## src/rtl/fabric_cell_pkg.sv

```systemverilog
package fabric_cell_pkg;

	// register map, byte addresses on the 32-bit bus
	localparam logic [7:0] OFF_LUT = 8'h00;
	localparam logic [7:0] OFF_CFG = 8'h04;
	localparam logic [7:0] OFF_STAT = 8'h08;
	localparam int ADDR_BITS = 8;

	localparam logic [15:0] LUT_RST = 16'h0000;
	localparam logic [31:0] CFG_RST = 32'h0000_0400;

	// configuration word fields
	localparam int CFG_MODE_LSB = 0;
	localparam int CFG_BYPASS = 2;
	localparam int CFG_CASC_EN = 3;
	localparam int CFG_ACLR_LSB = 4;
	localparam int CFG_CLK_LSB = 7;
	localparam int CFG_SCLR_SRC = 9;
	localparam int CFG_DCLR_EN = 10;
	localparam int CFG_USED = 11;

	// status word fields
	localparam int STAT_Q = 0;
	localparam int STAT_COMB = 1;
	localparam int STAT_CARRY = 2;
	localparam int STAT_CASC = 3;
	localparam int STAT_UNKNOWN = 4;
	localparam int STAT_XTRA_LSB = 5;

	localparam logic [1:0] EMUL_EXTRA_CELLS = 2'h3;
	localparam int CELLS_PER_CLUSTER = 10;
	localparam int CHAIN_CLUSTER_STEP = 2;

	localparam logic [1:0] HTRANS_NONSEQ = 2'h2;
	localparam logic [2:0] HSIZE_WORD = 3'h2;

	typedef enum logic [1:0] {
		MODE_NORMAL,
		MODE_ARITH,
		MODE_COUNTER,
		MODE_CARRY_SINK
	} mode_e;

	typedef enum logic [2:0] {
		ACLR_NONE,
		ACLR_CLEAR,
		ACLR_PRESET,
		ACLR_PRESET_CLEAR,
		ACLR_LOAD
	} aclr_e;

	typedef enum logic [1:0] {
		CLK_LOCAL,
		CLK_GLOBAL,
		CLK_DEDICATED,
		CLK_OFF
	} clk_src_e;

	typedef struct packed {
		logic [3:0] data;
		logic carry_in;
		logic cascade_in;
	} cell_in_s;

	typedef struct packed {
		logic comb_out;
		logic reg_out;
		logic carry_out;
		logic cascade_out;
	} cell_out_s;

	typedef struct packed {
		logic clk_local;
		logic clk_global;
		logic clk_dedicated;
		logic clear_one;
		logic clear_two;
		logic sync_clear_local;
		logic sync_clear_global;
		logic sync_load;
	} cluster_ctl_s;

endpackage : fabric_cell_pkg

```

## src/rtl/fabric_logic_cell.sv

```systemverilog
// Notes on behaviour
// - four-input table realises any function
// - one register plus carry and cascade links
// - chains run cells 1..10 and whole group
// - carry in feeds table and next stage
// - cross-cluster carry skips to alternate cluster
// - n-bit adder uses n+1 cells
// - register bypassed or used as accumulator
// - counter mode: two three-input functions
// - counter: load selector and clear gating
// - sync clear or load beats cascade
// - sync clear beats sync load
// - arithmetic mode shows registered and combinational
// - cluster lines drive clear; native async clear
// - cluster control from local, global, dedicated
// - cluster clears also async load and preset
// - sync clear from local or global
// - emulated preset or load costs three cells
// - emulated load undefined after device clear
// - device clear overrides every register control
// - preset registers set on device clear
`timescale 1ns/100ps
module fabric_logic_cell #(
	parameter int CELL_NUM = 1,
	parameter int CLUSTER_NUM = 0,
	parameter int CLUSTER_W = 8
) (
	input wire logic clk,
	input wire logic nrst,
	input wire logic hsel,
	input wire logic [31:0] haddr,
	input wire logic [1:0] htrans,
	input wire logic hwrite,
	input wire logic [2:0] hsize,
	input wire logic [31:0] hwdata,
	input wire logic hready,
	output logic hreadyout,
	output logic [31:0] hrdata,
	output logic hresp,
	input wire fabric_cell_pkg::cell_in_s cell_in,
	input wire fabric_cell_pkg::cluster_ctl_s cluster_ctl,
	input wire logic device_wide_clear_n,
	output fabric_cell_pkg::cell_out_s cell_out,
	output logic [3:0] carry_next_cell,
	output logic [CLUSTER_W-1:0] carry_next_cluster
);
	import fabric_cell_pkg::*;

	initial begin
		if (CELL_NUM < 1 || CELL_NUM > CELLS_PER_CLUSTER)
			$error("cell number out of range");
		if (CLUSTER_NUM < 0 || CLUSTER_NUM >= (1 << CLUSTER_W))
			$error("cluster number does not fit");
	end

	// bus slave
	logic [15:0] lut_r;
	logic [CFG_USED-1:0] cfg_r;
	logic [ADDR_BITS-1:0] addr_r;
	logic wr_pend_r;
	logic rd_pend_r;
	logic [31:0] status_w;

	wire addr_ok = hsel && hready && htrans == HTRANS_NONSEQ;
	wire wr_lut = wr_pend_r && addr_r == OFF_LUT;
	wire wr_cfg = wr_pend_r && addr_r == OFF_CFG;

	always_ff @(posedge clk or negedge nrst) begin
		if (!nrst) begin
			addr_r <= '0;
			wr_pend_r <= 1'b0;
			rd_pend_r <= 1'b0;
		end else begin
			wr_pend_r <= addr_ok && hwrite;
			rd_pend_r <= addr_ok && !hwrite;
			if (addr_ok)
				addr_r <= haddr[ADDR_BITS-1:0];
		end
	end

	always_ff @(posedge clk or negedge nrst) begin
		if (!nrst) begin
			lut_r <= LUT_RST;
			cfg_r <= CFG_RST[CFG_USED-1:0];
		end else begin
			if (wr_lut)
				lut_r <= hwdata[15:0];
			if (wr_cfg)
				cfg_r <= hwdata[CFG_USED-1:0];
		end
	end

	// unmapped offsets read as zero and ignore writes
	assign hreadyout = 1'b1;
	assign hresp = 1'b0;
	assign hrdata = !rd_pend_r ? 32'h0000_0000 :
		addr_r == OFF_LUT ? {16'h0000, lut_r} :
		addr_r == OFF_CFG ? {{(32-CFG_USED){1'b0}}, cfg_r} :
		addr_r == OFF_STAT ? status_w : 32'h0000_0000;

	// configuration decode
	wire mode_e mode = mode_e'(cfg_r[CFG_MODE_LSB +: 2]);
	wire aclr_e aclr_mode = aclr_e'(cfg_r[CFG_ACLR_LSB +: 3]);
	wire clk_src_e clk_src = clk_src_e'(cfg_r[CFG_CLK_LSB +: 2]);
	wire bypass = cfg_r[CFG_BYPASS];
	wire casc_en = cfg_r[CFG_CASC_EN];
	wire sclr_global = cfg_r[CFG_SCLR_SRC];
	wire dclr_en = cfg_r[CFG_DCLR_EN];

	// device clear pin crosses in through two flops
	logic dclr_meta_n_r;
	logic dclr_sync_n_r;
	always_ff @(posedge clk or negedge nrst) begin
		if (!nrst) begin
			dclr_meta_n_r <= 1'b1;
			dclr_sync_n_r <= 1'b1;
		end else begin
			dclr_meta_n_r <= device_wide_clear_n;
			dclr_sync_n_r <= dclr_meta_n_r;
		end
	end
	wire dev_clear = dclr_en && !dclr_sync_n_r;

	// cluster clock enable and sync clear selection
	wire clk_en = clk_src == CLK_LOCAL ? cluster_ctl.clk_local :
		clk_src == CLK_GLOBAL ? cluster_ctl.clk_global :
		clk_src == CLK_DEDICATED ? cluster_ctl.clk_dedicated : 1'b0;
	wire sync_clear = sclr_global ? cluster_ctl.sync_clear_global :
		cluster_ctl.sync_clear_local;

	// table lookups; counter mode feeds the register back as first input
	logic q_r;
	wire a_in = mode == MODE_COUNTER ? q_r : cell_in.data[0];
	wire [3:0] idx4 = cell_in.data;
	wire [2:0] idx3 = {cell_in.carry_in, cell_in.data[1], a_in};
	wire lut4_out = lut_r[idx4];
	wire half_lo = lut_r[{1'b0, idx3}];
	wire half_hi = lut_r[{1'b1, idx3}];

	logic func_w;
	logic carry_w;
	always_comb begin
		unique case (mode)
			MODE_NORMAL: begin
				func_w = lut4_out;
				carry_w = cell_in.carry_in;
			end
			MODE_ARITH, MODE_COUNTER: begin
				func_w = half_lo;
				carry_w = half_hi;
			end
			MODE_CARRY_SINK: begin
				func_w = cell_in.carry_in;
				carry_w = 1'b0;
			end
		endcase
	end

	wire casc_w = casc_en ? (func_w & cell_in.cascade_in) : func_w;
	wire is_counter = mode == MODE_COUNTER;
	wire do_sclr = is_counter && sync_clear;
	wire do_sload = is_counter && cluster_ctl.sync_load;
	// clear gate sits after the load selector, so clear always wins
	wire load_sel = do_sload ? cell_in.data[2] : casc_w;
	wire d_w = do_sclr ? 1'b0 : load_sel;

	// cluster clear lines as async clear, preset, or load
	wire c1 = cluster_ctl.clear_one;
	wire c2 = cluster_ctl.clear_two;
	logic a_act;
	logic a_val;
	always_comb begin
		a_act = 1'b0;
		a_val = 1'b0;
		unique case (aclr_mode)
			ACLR_CLEAR: begin
				a_act = c1;
			end
			ACLR_PRESET: begin
				a_act = c2;
				a_val = 1'b1;
			end
			ACLR_PRESET_CLEAR: begin
				a_act = c1 || c2;
				a_val = !c1 && c2;
			end
			ACLR_LOAD: begin
				a_act = c1;
				a_val = cell_in.data[3];
			end
			default: begin
				a_act = 1'b0;
			end
		endcase
	end

	wire emulated = aclr_mode == ACLR_PRESET ||
		aclr_mode == ACLR_PRESET_CLEAR || aclr_mode == ACLR_LOAD;
	wire preset_kind = aclr_mode == ACLR_PRESET ||
		aclr_mode == ACLR_PRESET_CLEAR;
	// the preset is emulated by inversion, so device clear lands on one
	wire dclr_val = preset_kind;

	logic q_nxt;
	logic unknown_r;
	logic unknown_nxt;
	always_comb begin
		q_nxt = q_r;
		unknown_nxt = unknown_r;
		if (dev_clear) begin
			q_nxt = dclr_val;
			unknown_nxt = aclr_mode == ACLR_LOAD;
		end else if (a_act) begin
			q_nxt = a_val;
			unknown_nxt = 1'b0;
		end else if (clk_en) begin
			q_nxt = d_w;
			unknown_nxt = 1'b0;
		end
	end

	always_ff @(posedge clk or negedge nrst) begin
		if (!nrst) begin
			q_r <= 1'b0;
			unknown_r <= 1'b0;
		end else begin
			q_r <= q_nxt;
			unknown_r <= unknown_nxt;
		end
	end

	// outputs: both versions at once for arithmetic use
	assign cell_out.comb_out = casc_w;
	assign cell_out.reg_out = bypass ? casc_w : q_r;
	assign cell_out.carry_out = carry_w;
	assign cell_out.cascade_out = casc_w;

	// chain position of the next stage
	localparam logic [3:0] LAST_CELL = 4'(CELLS_PER_CLUSTER);
	localparam logic [3:0] THIS_CELL = 4'(CELL_NUM);
	localparam logic [CLUSTER_W-1:0] THIS_CLUSTER = CLUSTER_W'(CLUSTER_NUM);
	localparam logic [CLUSTER_W-1:0] STEP = CLUSTER_W'(CHAIN_CLUSTER_STEP);
	wire at_end = THIS_CELL == LAST_CELL;
	assign carry_next_cell = at_end ? 4'h1 : THIS_CELL + 4'h1;
	assign carry_next_cluster = at_end ? THIS_CLUSTER + STEP :
		THIS_CLUSTER;

	wire [1:0] extra_cells = emulated ? EMUL_EXTRA_CELLS : 2'h0;
	always_comb begin
		status_w = 32'h0000_0000;
		status_w[STAT_Q] = q_r;
		status_w[STAT_COMB] = casc_w;
		status_w[STAT_CARRY] = carry_w;
		status_w[STAT_CASC] = casc_w;
		status_w[STAT_UNKNOWN] = unknown_r;
		status_w[STAT_XTRA_LSB +: 2] = extra_cells;
	end

	// checks
	lut_normal_a: assert property (@(posedge clk) disable iff (!nrst)
		(mode == MODE_NORMAL && !casc_en) |->
		cell_out.comb_out == lut_r[cell_in.data])
		else $error("normal mode output is not the table entry");

	carry_feed_a: assert property (@(posedge clk) disable iff (!nrst)
		(mode == MODE_ARITH) |-> cell_out.carry_out ==
		lut_r[{1'b1, cell_in.carry_in, cell_in.data[1:0]}])
		else $error("arithmetic carry does not follow table");

	sclr_prio_a: assert property (@(posedge clk) disable iff (!nrst)
		(is_counter && clk_en && sync_clear && cluster_ctl.sync_load &&
		!dev_clear && !a_act) |=> !q_r)
		else $error("sync clear lost to load");

	sload_data_a: assert property (@(posedge clk) disable iff (!nrst)
		(is_counter && clk_en && !sync_clear && cluster_ctl.sync_load &&
		!dev_clear && !a_act) |=> q_r == $past(cell_in.data[2]))
		else $error("sync load did not capture load data");

	devclr_a: assert property (@(posedge clk) disable iff (!nrst)
		(dclr_en && !device_wide_clear_n)[*3] ##0 !preset_kind
		|=> !q_r)
		else $error("device clear did not clear register");

	preset_devclr_a: assert property (@(posedge clk) disable iff (!nrst)
		(dev_clear && preset_kind) |=> q_r)
		else $error("preset register not set by device clear");

	accum_a: assert property (@(posedge clk) disable iff (!nrst)
		(clk_en && !dev_clear && !a_act && !is_counter) |=>
		q_r == $past(casc_w))
		else $error("register did not capture table output");

	chain_wrap_a: assert property (@(posedge clk) disable iff (!nrst)
		at_end |-> carry_next_cluster == THIS_CLUSTER + STEP &&
		carry_next_cell == 4'h1)
		else $error("chain does not skip to alternate cluster");

	unknown_flag_a: assert property (@(posedge clk) disable iff (!nrst)
		(dev_clear && aclr_mode == ACLR_LOAD) |=> unknown_r)
		else $error("emulated load state not marked undefined");

	extra_cells_a: assert property (@(posedge clk) disable iff (!nrst)
		emulated |-> status_w[STAT_XTRA_LSB +: 2] == 2'h3)
		else $error("emulation cell cost wrong");

	async_clear_a: assert property (@(posedge clk) disable iff (!nrst)
		(aclr_mode == ACLR_CLEAR && c1 && !dev_clear) |=> !q_r)
		else $error("cluster clear did not clear register");

	sink_a: assert property (@(posedge clk) disable iff (!nrst)
		(mode == MODE_CARRY_SINK && !casc_en) |->
		cell_out.comb_out == cell_in.carry_in)
		else $error("final carry not delivered to output");

	casc_gate_a: assert property (@(posedge clk) disable iff (!nrst)
		(casc_en && !cell_in.cascade_in) |-> !cell_out.cascade_out)
		else $error("cascade input did not gate the output");

	counter_half_a: assert property (@(posedge clk) disable iff (!nrst)
		(mode == MODE_COUNTER && !casc_en) |-> cell_out.comb_out ==
		lut_r[{1'b0, cell_in.carry_in, cell_in.data[1], q_r}])
		else $error("counter data half does not follow table");

	casc_override_a: assert property (@(posedge clk) disable iff (!nrst)
		(is_counter && casc_en && clk_en && sync_clear && !dev_clear &&
		!a_act) |=> !q_r)
		else $error("cascade value beat sync clear");

	sclr_src_a: assert property (@(posedge clk) disable iff (!nrst)
		(is_counter && clk_en && sclr_global &&
		cluster_ctl.sync_clear_global && !dev_clear && !a_act) |=> !q_r)
		else $error("global sync clear not honoured");

	preset_line_a: assert property (@(posedge clk) disable iff (!nrst)
		(aclr_mode == ACLR_PRESET && c2 && !dev_clear) |=> q_r)
		else $error("cluster preset did not set register");

	async_load_a: assert property (@(posedge clk) disable iff (!nrst)
		(aclr_mode == ACLR_LOAD && c1 && !dev_clear) |=>
		q_r == $past(cell_in.data[3]))
		else $error("cluster load did not capture data");

	hold_noclk_a: assert property (@(posedge clk) disable iff (!nrst)
		(!clk_en && !dev_clear && !a_act) |=> $stable(q_r))
		else $error("register moved without a clock enable");

	devclr_sync_a: assert property (@(posedge clk) disable iff (!nrst)
		dev_clear |-> !$past(device_wide_clear_n, 2))
		else $error("device clear acted without the pin low");

	next_cell_a: assert property (@(posedge clk) disable iff (!nrst)
		!at_end |-> carry_next_cell == THIS_CELL + 4'h1 &&
		carry_next_cluster == THIS_CLUSTER)
		else $error("chain does not step to the next cell");

	unknown_clr_a: assert property (@(posedge clk) disable iff (!nrst)
		(unknown_r && clk_en && !dev_clear && !a_act) |=> !unknown_r)
		else $error("undefined flag not cleared by update");

endmodule : fabric_logic_cell

```

## config.mk

```make
export PLATFORM = sky130hd
export DESIGN_NAME = fabric_logic_cell
export DESIGN_NICKNAME = d
export VERILOG_FILES = /design/src/rtl/fabric_cell_pkg.sv /design/src/rtl/fabric_logic_cell.sv
export SDC_FILE = /design/constraint.sdc
export NUM_CORES = 1
export LEC_CHECK = 0
export ABC_AREA = 1
export ABC_CLOCK_PERIOD_IN_PS = 1800
export BUFFER_PORTS_ARGS = -buffer_cell sky130_fd_sc_hd__buf_4
export CELL_PAD_IN_SITES_DETAIL_PLACEMENT = 1
export CELL_PAD_IN_SITES_GLOBAL_PLACEMENT = 2
export CORE_MARGIN = 2
export CORE_UTILIZATION = 24
export CTS_CLUSTER_SIZE = 40
export DETAILED_ROUTE_END_ITERATION = 8
export MAX_ROUTING_LAYER = met4
export PLACE_DENSITY_LB_ADDON = 0.1
export SLEW_MARGIN = 20
export SYNTH_ARGS = -nofsm -noshare
export SYNTH_HDL_FRONTEND = slang
export SYNTH_SLANG_ARGS = --single-unit
```

## constraint.sdc

```tcl
create_clock -name clk -period 1.8 [get_ports clk]
set_input_delay 0 -clock clk [delete_from_list [all_inputs] [get_ports clk]]
set_output_delay 0 -clock clk [all_outputs]
set_load 0.05 [all_outputs]
```

==> results of run 1 <==
## final cells by class
cell class                 instances  area share
inverter                          54     0.05205
multi-input combinational        250      0.3603
timing repair buffer             126      0.2718
clock inverter                     1    0.002024
sequential                        41      0.2380
clock buffer                       7     0.03528
tap                              140     0.04049
## flip-flops by register name, indices dropped and copies added (netlist names)
signal / flops
unknown_r: 1
lut_r: 16
addr_r: 8
rd_pend_r: 1
dclr_sync_n_r: 1
dclr_meta_n_r: 1
wr_pend_r: 1
cfg_r: 11
q_r: 1
## worst max path at each step
stage                               start         to
finish               cfg_r[0]$_DFFE_PN0P_  hrdata[2]
global placement     cfg_r[0]$_DFFE_PN0P_  hrdata[2]
floorplan           addr_r[1]$_DFFE_PN0P_  hrdata[0]
global route         cfg_r[0]$_DFFE_PN0P_  hrdata[2]
CTS                  cfg_r[0]$_DFFE_PN0P_  hrdata[2]
detailed placement   cfg_r[0]$_DFFE_PN0P_  hrdata[2]
## placed cells by master (no fill, tap or decap), types with 3 or more instances in the layout
cell type      Yosys  final
nand2_2            6     12
buf_4             33     74
nor3_1             5      4
inv_2              5      4
a21oi_1           17     13
mux2_2             7      7
nor2_2             1      7
nor2_4             1      4
o21ai_2            0      4
nand2_1           70     57
nand3_4            0      3
inv_1             48     45
buf_8              0      5
dfrtp_1           38     38
conb_1             2     30
nor2_1            23     14
buf_6              3     20
a21oi_4            0      3
nand3_1           22     18
clkbuf_16          0      7
nand3_2            7      8
dlygate4sd3_1      0     23
o21ai_1           20     21
nand2_4            2      9
dfstp_2            3      3
o21ai_0           17     12
a21oi_2            2      3
## what timing repair did
item                       4_1_cts  5_1_grt
hold buffers                    23        0
setup endpoints to repair       16       35
gates cloned                     0        2
pin swaps                       14       20
hold endpoints to repair        66        0
buffers inserted                13        5
gates resized for setup         55       45
## worst min-delay path, stage by stage
cell and delay [ns]:
buf_4 0.08, inv_1 0.06, o21ai_1 0.12
## metrics by stage
stage | setup WS, ns | instances
3_5_place_dp | -0.2388 | 569
5_1_grt | -0.4351 | 619
3_3_place_gp | -0.1511 | 569
4_1_cts | -0.3926 | 612
6_report | -0.3064 | 619
2_1_floorplan | -0.4241 | 386
## kinds of logic (layout without fill, tap and decap cells)
kind of cell | Yosys count | in the layout | share of synthesized area
AOI/OAI and AO/OA | 66 | 66 | 0.1381
DFF | 41 | 41 | 0.3775
and+or+nand+nor | 144 | 144 | 0.2523
buffers and inverters | 95 | 188 | 0.1867
other | 2 | 30 | 0.002753
muxes | 7 | 7 | 0.02890
adders and majority gates | 3 | 3 | 0.01376
## power by group through the flow
stage / Sequential, mW / Combinational, mW / Clock (mW)
6_report: 1.14 / 1.18 / 0.962
4_1_cts: 1.14 / 1.12 / 0.992
5_1_grt: 1.16 / 1.28 / 1.03
3_5_place_dp: 1.15 / 0.939 / 0
3_3_place_gp: 1.15 / 0.935 / 0
2_1_floorplan: 1.12 / 0.681 / 0
## per-layer routing
metal	vias to the layer above	GRT usage	share of wire	wire [µm]
li1	1334	-	-	-
met1	1264	0.2154	0.51	4658
met2	63	0.2299	0.45	4178
met3	5	0.01976	0.031	281
met4	0	0.03500	0.0078	72
met5	-	-	0	0
==> impl_metrics.csv, run 1 <==
group,metric,value,unit
synthesis,syn_avg_cell_area,7.619,µm²
synthesis,async_reset_ff_frac,1.000,
global_routing,grt_pass1_wl,14320,µm
sta,hold_ws,0.01475,ns
global_routing,grtUsageTotal,0.1515,
floorplanning,rows,38,
power,switching_share,0.3542,
cts,cts_buffers,5,
setup_path,crit_path_max_fanout,6,
min_path,hold_depth,3,
final_layout,antenna_cells,0,
power,p_seq_frac,0.348,
synthesis,yosysTopAreaCellShare,0.3486,
setup_path,r2r_slack,-0.17,ns
final_layout,final_util,0.3939,
setup_path,r2r_cells,14,
sta,hold_viol,0,
setup_path,crit_path_end_kind,"output port",
setup_path,cp.depth,14,
sta,fmax,0.4748,GHz
placed_design,placed_area,3377,µm²
final_layout,fin_area,4327,µm²
setup_path,crit_arrival,2.11,ns
synthesis,ys_ff_latch,41,
sta,finalSetupViolations,16,
cts,htreeDepth,2,
setup_path,reg2reg_from,"cfg_r[0]$_DFFE_PN0P_",
cts,clk-insertion-delay-late,0.28,ns
synthesis,ys.flop_type,"dfrtp_1",
cts,cts_tree,"built",
global_routing,grt_start_max_net_pins,42,
final_layout,n_fill_cell,1281,
power,p_clk_frac,0.293,
synthesis,synth_edf_count,0,
synthesis,netlist_area,2728,µm²
min_path,hp-class,"in2reg",
final_layout,drive_gt1_frac,0.4092,
placed_design,dp_hpwl,6945,µm
setup_path,critPathMaxStageDelay,0.39,ns
power,combPwrFrac,0.359,
floorplanning,design.die.area,12230,µm²
cts,clock_tree.buffer_depth,2,
global_routing,gr-total-overflow,0,
outcome,violations,"setup timing",
job,drv_cap,0,
synthesis,post-synth-top-count-cell,"nand2_1",
power,ir_drop,0.4425,mV
cts,cts.reportedPaths.clkPinSlew,0.06,ns
drt,firstDrtPassIters,4,
drt,drc,0,
drt,drt-initial-drc-count,82,
min_path,hp-start,"hwdata[1]",
floorplanning,die_w,110.6,µm
sta,fin_crit,2.106,ns
min_path,worstHoldEndpoint,"lut_r[1]$_DFFE_PN0P_",
floorplanning,fp.dieH,110.6,µm
power,power_leakage,2.277,nW
setup_path,path_buf_inv,4,
sta,finalCritPeriodShare,1.170,
sta,setup_ws,-0.3064,ns
synthesis,yosys_warnings,0,
final_layout,multi_input_area,1559,µm²
power,p_int,2.121,mW
synthesis,syn_inst,358,
power,power,3.284,mW
sta,worst_clock_skew,0.006395,ns
synthesis,yosysSeqAreaShare,0.3775,
synthesis,synth_top_cells_by_area,"dfrtp_1 35%, nand2_1 9.6%, buf_4 9.1%",
placed_design,io_buffers,65,
setup_path,cp_slowest_cell,"dfrtp_1",
power,switchingPower,1.163,mW
final_layout,area.growth.synth_to_final,58.62,%
setup_path,path_cells,"inv_2 > ha_4 > inv_4 > nand2_4 > nand2_4 > buf_4 > o21ai_2 > o21ai_1 > nand2_1 > nand2_2 > a21boi_4 > nand2_2 > a21oi_4 > buf_6",
setup_path,critical_path_class,"reg2out",
cts,cts_num_sinks,41,
sta,drv_slew,0,
final_layout,final_nets,570,
setup_path,rr_endpoint,"q_r$_DFFE_PN0P_",
floorplanning,num_io_pins,139,
sta,rsz0062_at_grt,"yes",
synthesis,yosysUniqueCellTypes,38,
power,pwr_density_cell,759.0,nW/µm²
cts,clk_root_buffer_cell,"clkbuf_16",
placed_design,place_congestion,0.7618,
synthesis,synth_commonest_cells,"70 x nand2_1, 48 x inv_1, 38 x dfrtp_1, 33 x buf_4, 23 x nor2_1",
setup_path,critPathRequiredTime,1.80,ns
outcome,status,"finished, violations left",
drt,drt_wl_total,9189,µm
setup_path,cp-start-kind,"flop",
floorplanning,initial_utilization,0.2483,
drt,antenna_left,0,
floorplanning,core,10980,µm²
setup_path,cp_top_family,"compound AO/OA/AOI/OAI gates",
global_routing,grt_pass1_vias,2687,
synthesis,synth_top_area_cell,"dfrtp_1",
drt,post_drt_wl_per_cell,14.84,µm
sta,slew_headroom,0.6451,
drt,viasPerCell,4.307,
final_layout,seq_area,1030,µm²
global_routing,antenna_found_initial,0,
drt,vias,2666,
sta,worstMarginPinSlew,0.5324,ns
sta,tns,-2.667,ns
(Power assumes the default switching activity.)
==> run 2: changes to the inputs <==
--- a/config.mk
+++ b/config.mk
@@ -14,6 +14,7 @@
 export CORE_UTILIZATION = 24
 export CTS_CLUSTER_SIZE = 40
 export DETAILED_ROUTE_END_ITERATION = 8
+export GPL_TIMING_DRIVEN = 0
 export MAX_ROUTING_LAYER = met4
 export PLACE_DENSITY_LB_ADDON = 0.1
 export SLEW_MARGIN = 20
==> constraint.sdc (replaced) <==
create_clock -name clk -period 1.8 [get_ports clk]
set_input_delay 0 -clock clk [delete_from_list [all_inputs] [get_ports clk]]
set_output_delay 0 -clock clk [all_outputs]
set_load 0.01 [all_outputs]
==> impl_metrics.csv, run 2 (synthesis gave the netlist of run 1 again) <==
group,metric,value,unit
outcome,status,"finished, violations left",
outcome,violations,"hold timing, setup timing",
sta,finalCritPeriodShare,1.162,
power,power,3.094,mW
power,p_seq_frac,0.376,
sta,finalSetupViolations,18,
sta,tns,-2.203,ns
min_path,hold_depth,3,
cts,clock_tree.buffer_depth,2,
setup_path,r2r_slack,-0.11,ns
sta,hold_ws,-0.0006586,ns
global_routing,grt_pass1_vias,2737,
final_layout,fin_area,4359,µm²
final_layout,drive_gt1_frac,0.4271,
sta,drv_slew,0,
setup_path,reg2reg_from,"cfg_r[0]$_DFFE_PN0P_",
min_path,hp-start,"hwdata[3]",
drt,antenna_left,0,
placed_design,place_congestion,0.8043,
global_routing,grt_start_max_net_pins,42,
setup_path,crit_arrival,2.09,ns
setup_path,crit_path_max_fanout,8,
placed_design,io_buffers,64,
drt,drc,0,
final_layout,layout_common_cells,"110 x buf_4, 63 x nand2_1, 45 x inv_1, 37 x dfrtp_1, 30 x conb_1",
floorplanning,fp.dieH,110.6,µm
setup_path,path_cells,"inv_2 > ha_4 > nand2_4 > nand2_8 > a21oi_4 > o21ai_4 > o21ai_2 > nand2_1 > nand2_2 > a21boi_4 > nand2_2 > a21oi_2 > buf_4",
floorplanning,design.die.area,12230,µm²
cts,cts_tree,"built",
setup_path,rr_endpoint,"q_r$_DFFE_PN0P_",
power,pwr_density_cell,709.8,nW/µm²
drt,post_drt_wl_per_cell,14.68,µm
placed_design,placed_area,3488,µm²
setup_path,path_buf_inv,2,
floorplanning,initial_utilization,0.2483,
power,combPwrFrac,0.294,
final_layout,reg_top3,"lut_r (16), cfg_r (11), addr_r (8)",
cts,cts_num_sinks,41,
drt,drt-initial-drc-count,112,
setup_path,crit_path_end_kind,"output port",
setup_path,cp_top_family,"compound AO/OA/AOI/OAI gates",
power,p_clk_frac,0.330,
global_routing,antenna_found_initial,0,
setup_path,r2r_cells,17,
final_layout,antenna_cells,0,
setup_path,crit_top_cell,"nand2_2",
global_routing,grt_pass1_wl,14760,µm
sta,worst_clock_skew,0.005482,ns
sta,setup_ws,-0.2922,ns
final_layout,largest_register_ffs,16,
setup_path,critical_path_class,"reg2out",
setup_path,critPathMaxStageDelay,0.43,ns
power,switching_share,0.3105,
cts,htreeDepth,2,
setup_path,cp-start-kind,"flop",
drt,firstDrtPassIters,4,
drt,vias,2710,
power,p_int,2.134,mW
global_routing,grtUsageTotal,0.1560,
global_routing,gr-total-overflow,0,
min_path,hp-class,"in2reg",
sta,hold_viol,1,
sta,worstMarginPinSlew,0.5403,ns
floorplanning,die_w,110.6,µm
floorplanning,core,10980,µm²
setup_path,cp_slowest_cell,"dfrtp_1",
final_layout,final_common_cell,"buf_4",
drt,viasPerCell,4.228,
final_layout,area.growth.synth_to_final,59.82,%
sta,slew_headroom,0.6370,
drt,drt_wl_total,9408,µm
job,drv_cap,0,
sta,rsz0062_at_grt,"yes",
cts,clk-insertion-delay-late,0.28,ns
cts,cts.reportedPaths.clkPinSlew,0.06,ns
final_layout,final_nets,592,
min_path,worstHoldEndpoint,"lut_r[3]$_DFFE_PN0P_",
power,switchingPower,0.9606,mW
placed_design,dp_hpwl,7012,µm
final_layout,regMostFlops,"lut_r",
cts,cts_buffers,5,
power,ir_drop,0.3270,mV
cts,clk_root_buffer_cell,"clkbuf_16",
power,power_leakage,2.355,nW
sta,fin_crit,2.092,ns
floorplanning,num_io_pins,139,
setup_path,critPathRequiredTime,1.80,ns
floorplanning,rows,38,
sta,fmax,0.4780,GHz
[run 2: power by group through the flow]
stage,logic (mW),clock network [mW],registers [mW]
after floorplan,0.483,0,1.12
after global placement,0.708,0,1.16
after detailed placement,0.719,0,1.16
after CTS,0.849,1.04,1.15
after global routing,1.01,1.08,1.18
final,0.910,1.02,1.16
[run 2: worst max path at each step]
| stage | start | end | cells after the start |
|---|---|---|---|
| after floorplan | cfg_r[0]$_DFFE_PN0P_ | q_r$_DFFE_PN0P_ | 15 |
| after global placement | cfg_r[0]$_DFFE_PN0P_ | hrdata[2] | 12 |
| after detailed placement | cfg_r[0]$_DFFE_PN0P_ | hrdata[2] | 12 |
| after CTS | cfg_r[0]$_DFFE_PN0P_ | hrdata[2] | 13 |
| after global routing | cfg_r[0]$_DFFE_PN0P_ | hrdata[2] | 12 |
| final | cfg_r[0]$_DFFE_PN0P_ | hrdata[2] | 13 |
[run 2: what timing repair did]
item	4_1_cts	5_1_grt
hold buffers	20	2
endpoints found under the hold margin	60	2
cloned	0	1
setup buffers	17	5
setup endpoints to repair	20	47
pin swaps	17	11
resized for setup	35	58
[run 2: routing by layer]
layer  part of all wire  global-route usage  up-vias  wire [µm]
li1                   -                   -     1372          -
met4             0.0079             0.03000        0         74
met5                  0                   -        -          0
met3              0.037             0.02415        7        352
met1               0.49              0.2181     1267       4563
met2               0.47              0.2413       64       4417
[run 2: final cells by class]
class,count,area (µm²)
Tap cell,140,175.2
Fill cell,1347,6624
Timing Repair inverter,1,8.758
Clock inverter,2,35.03
Inverter,54,220.2
Buffer,40,319.1
Timing Repair Buffer,107,900.9
Multi-Input combinational cell,250,1540
Clock buffer,6,128.9
Sequential cell,41,1031
[run 2: metrics by stage]
stage               utilization  setup WS (ns)  hold slack, ns  cells
finish                   0.3969        -0.2922      -0.0006586    641
global route             0.3969        -0.4241         0.01819    641
CTS                      0.3745        -0.3626       0.0002804    634
detailed placement       0.3176        -0.3329         0.02449    590
global placement         0.3176        -0.3805         0.01998    590
floorplan                     -         0.1906         -0.2956    386
[run 2: tightest hold or removal path, stage by stage]
cell,delay (ns)
buf_4,0.07
inv_1,0.04
o21ai_1,0.13
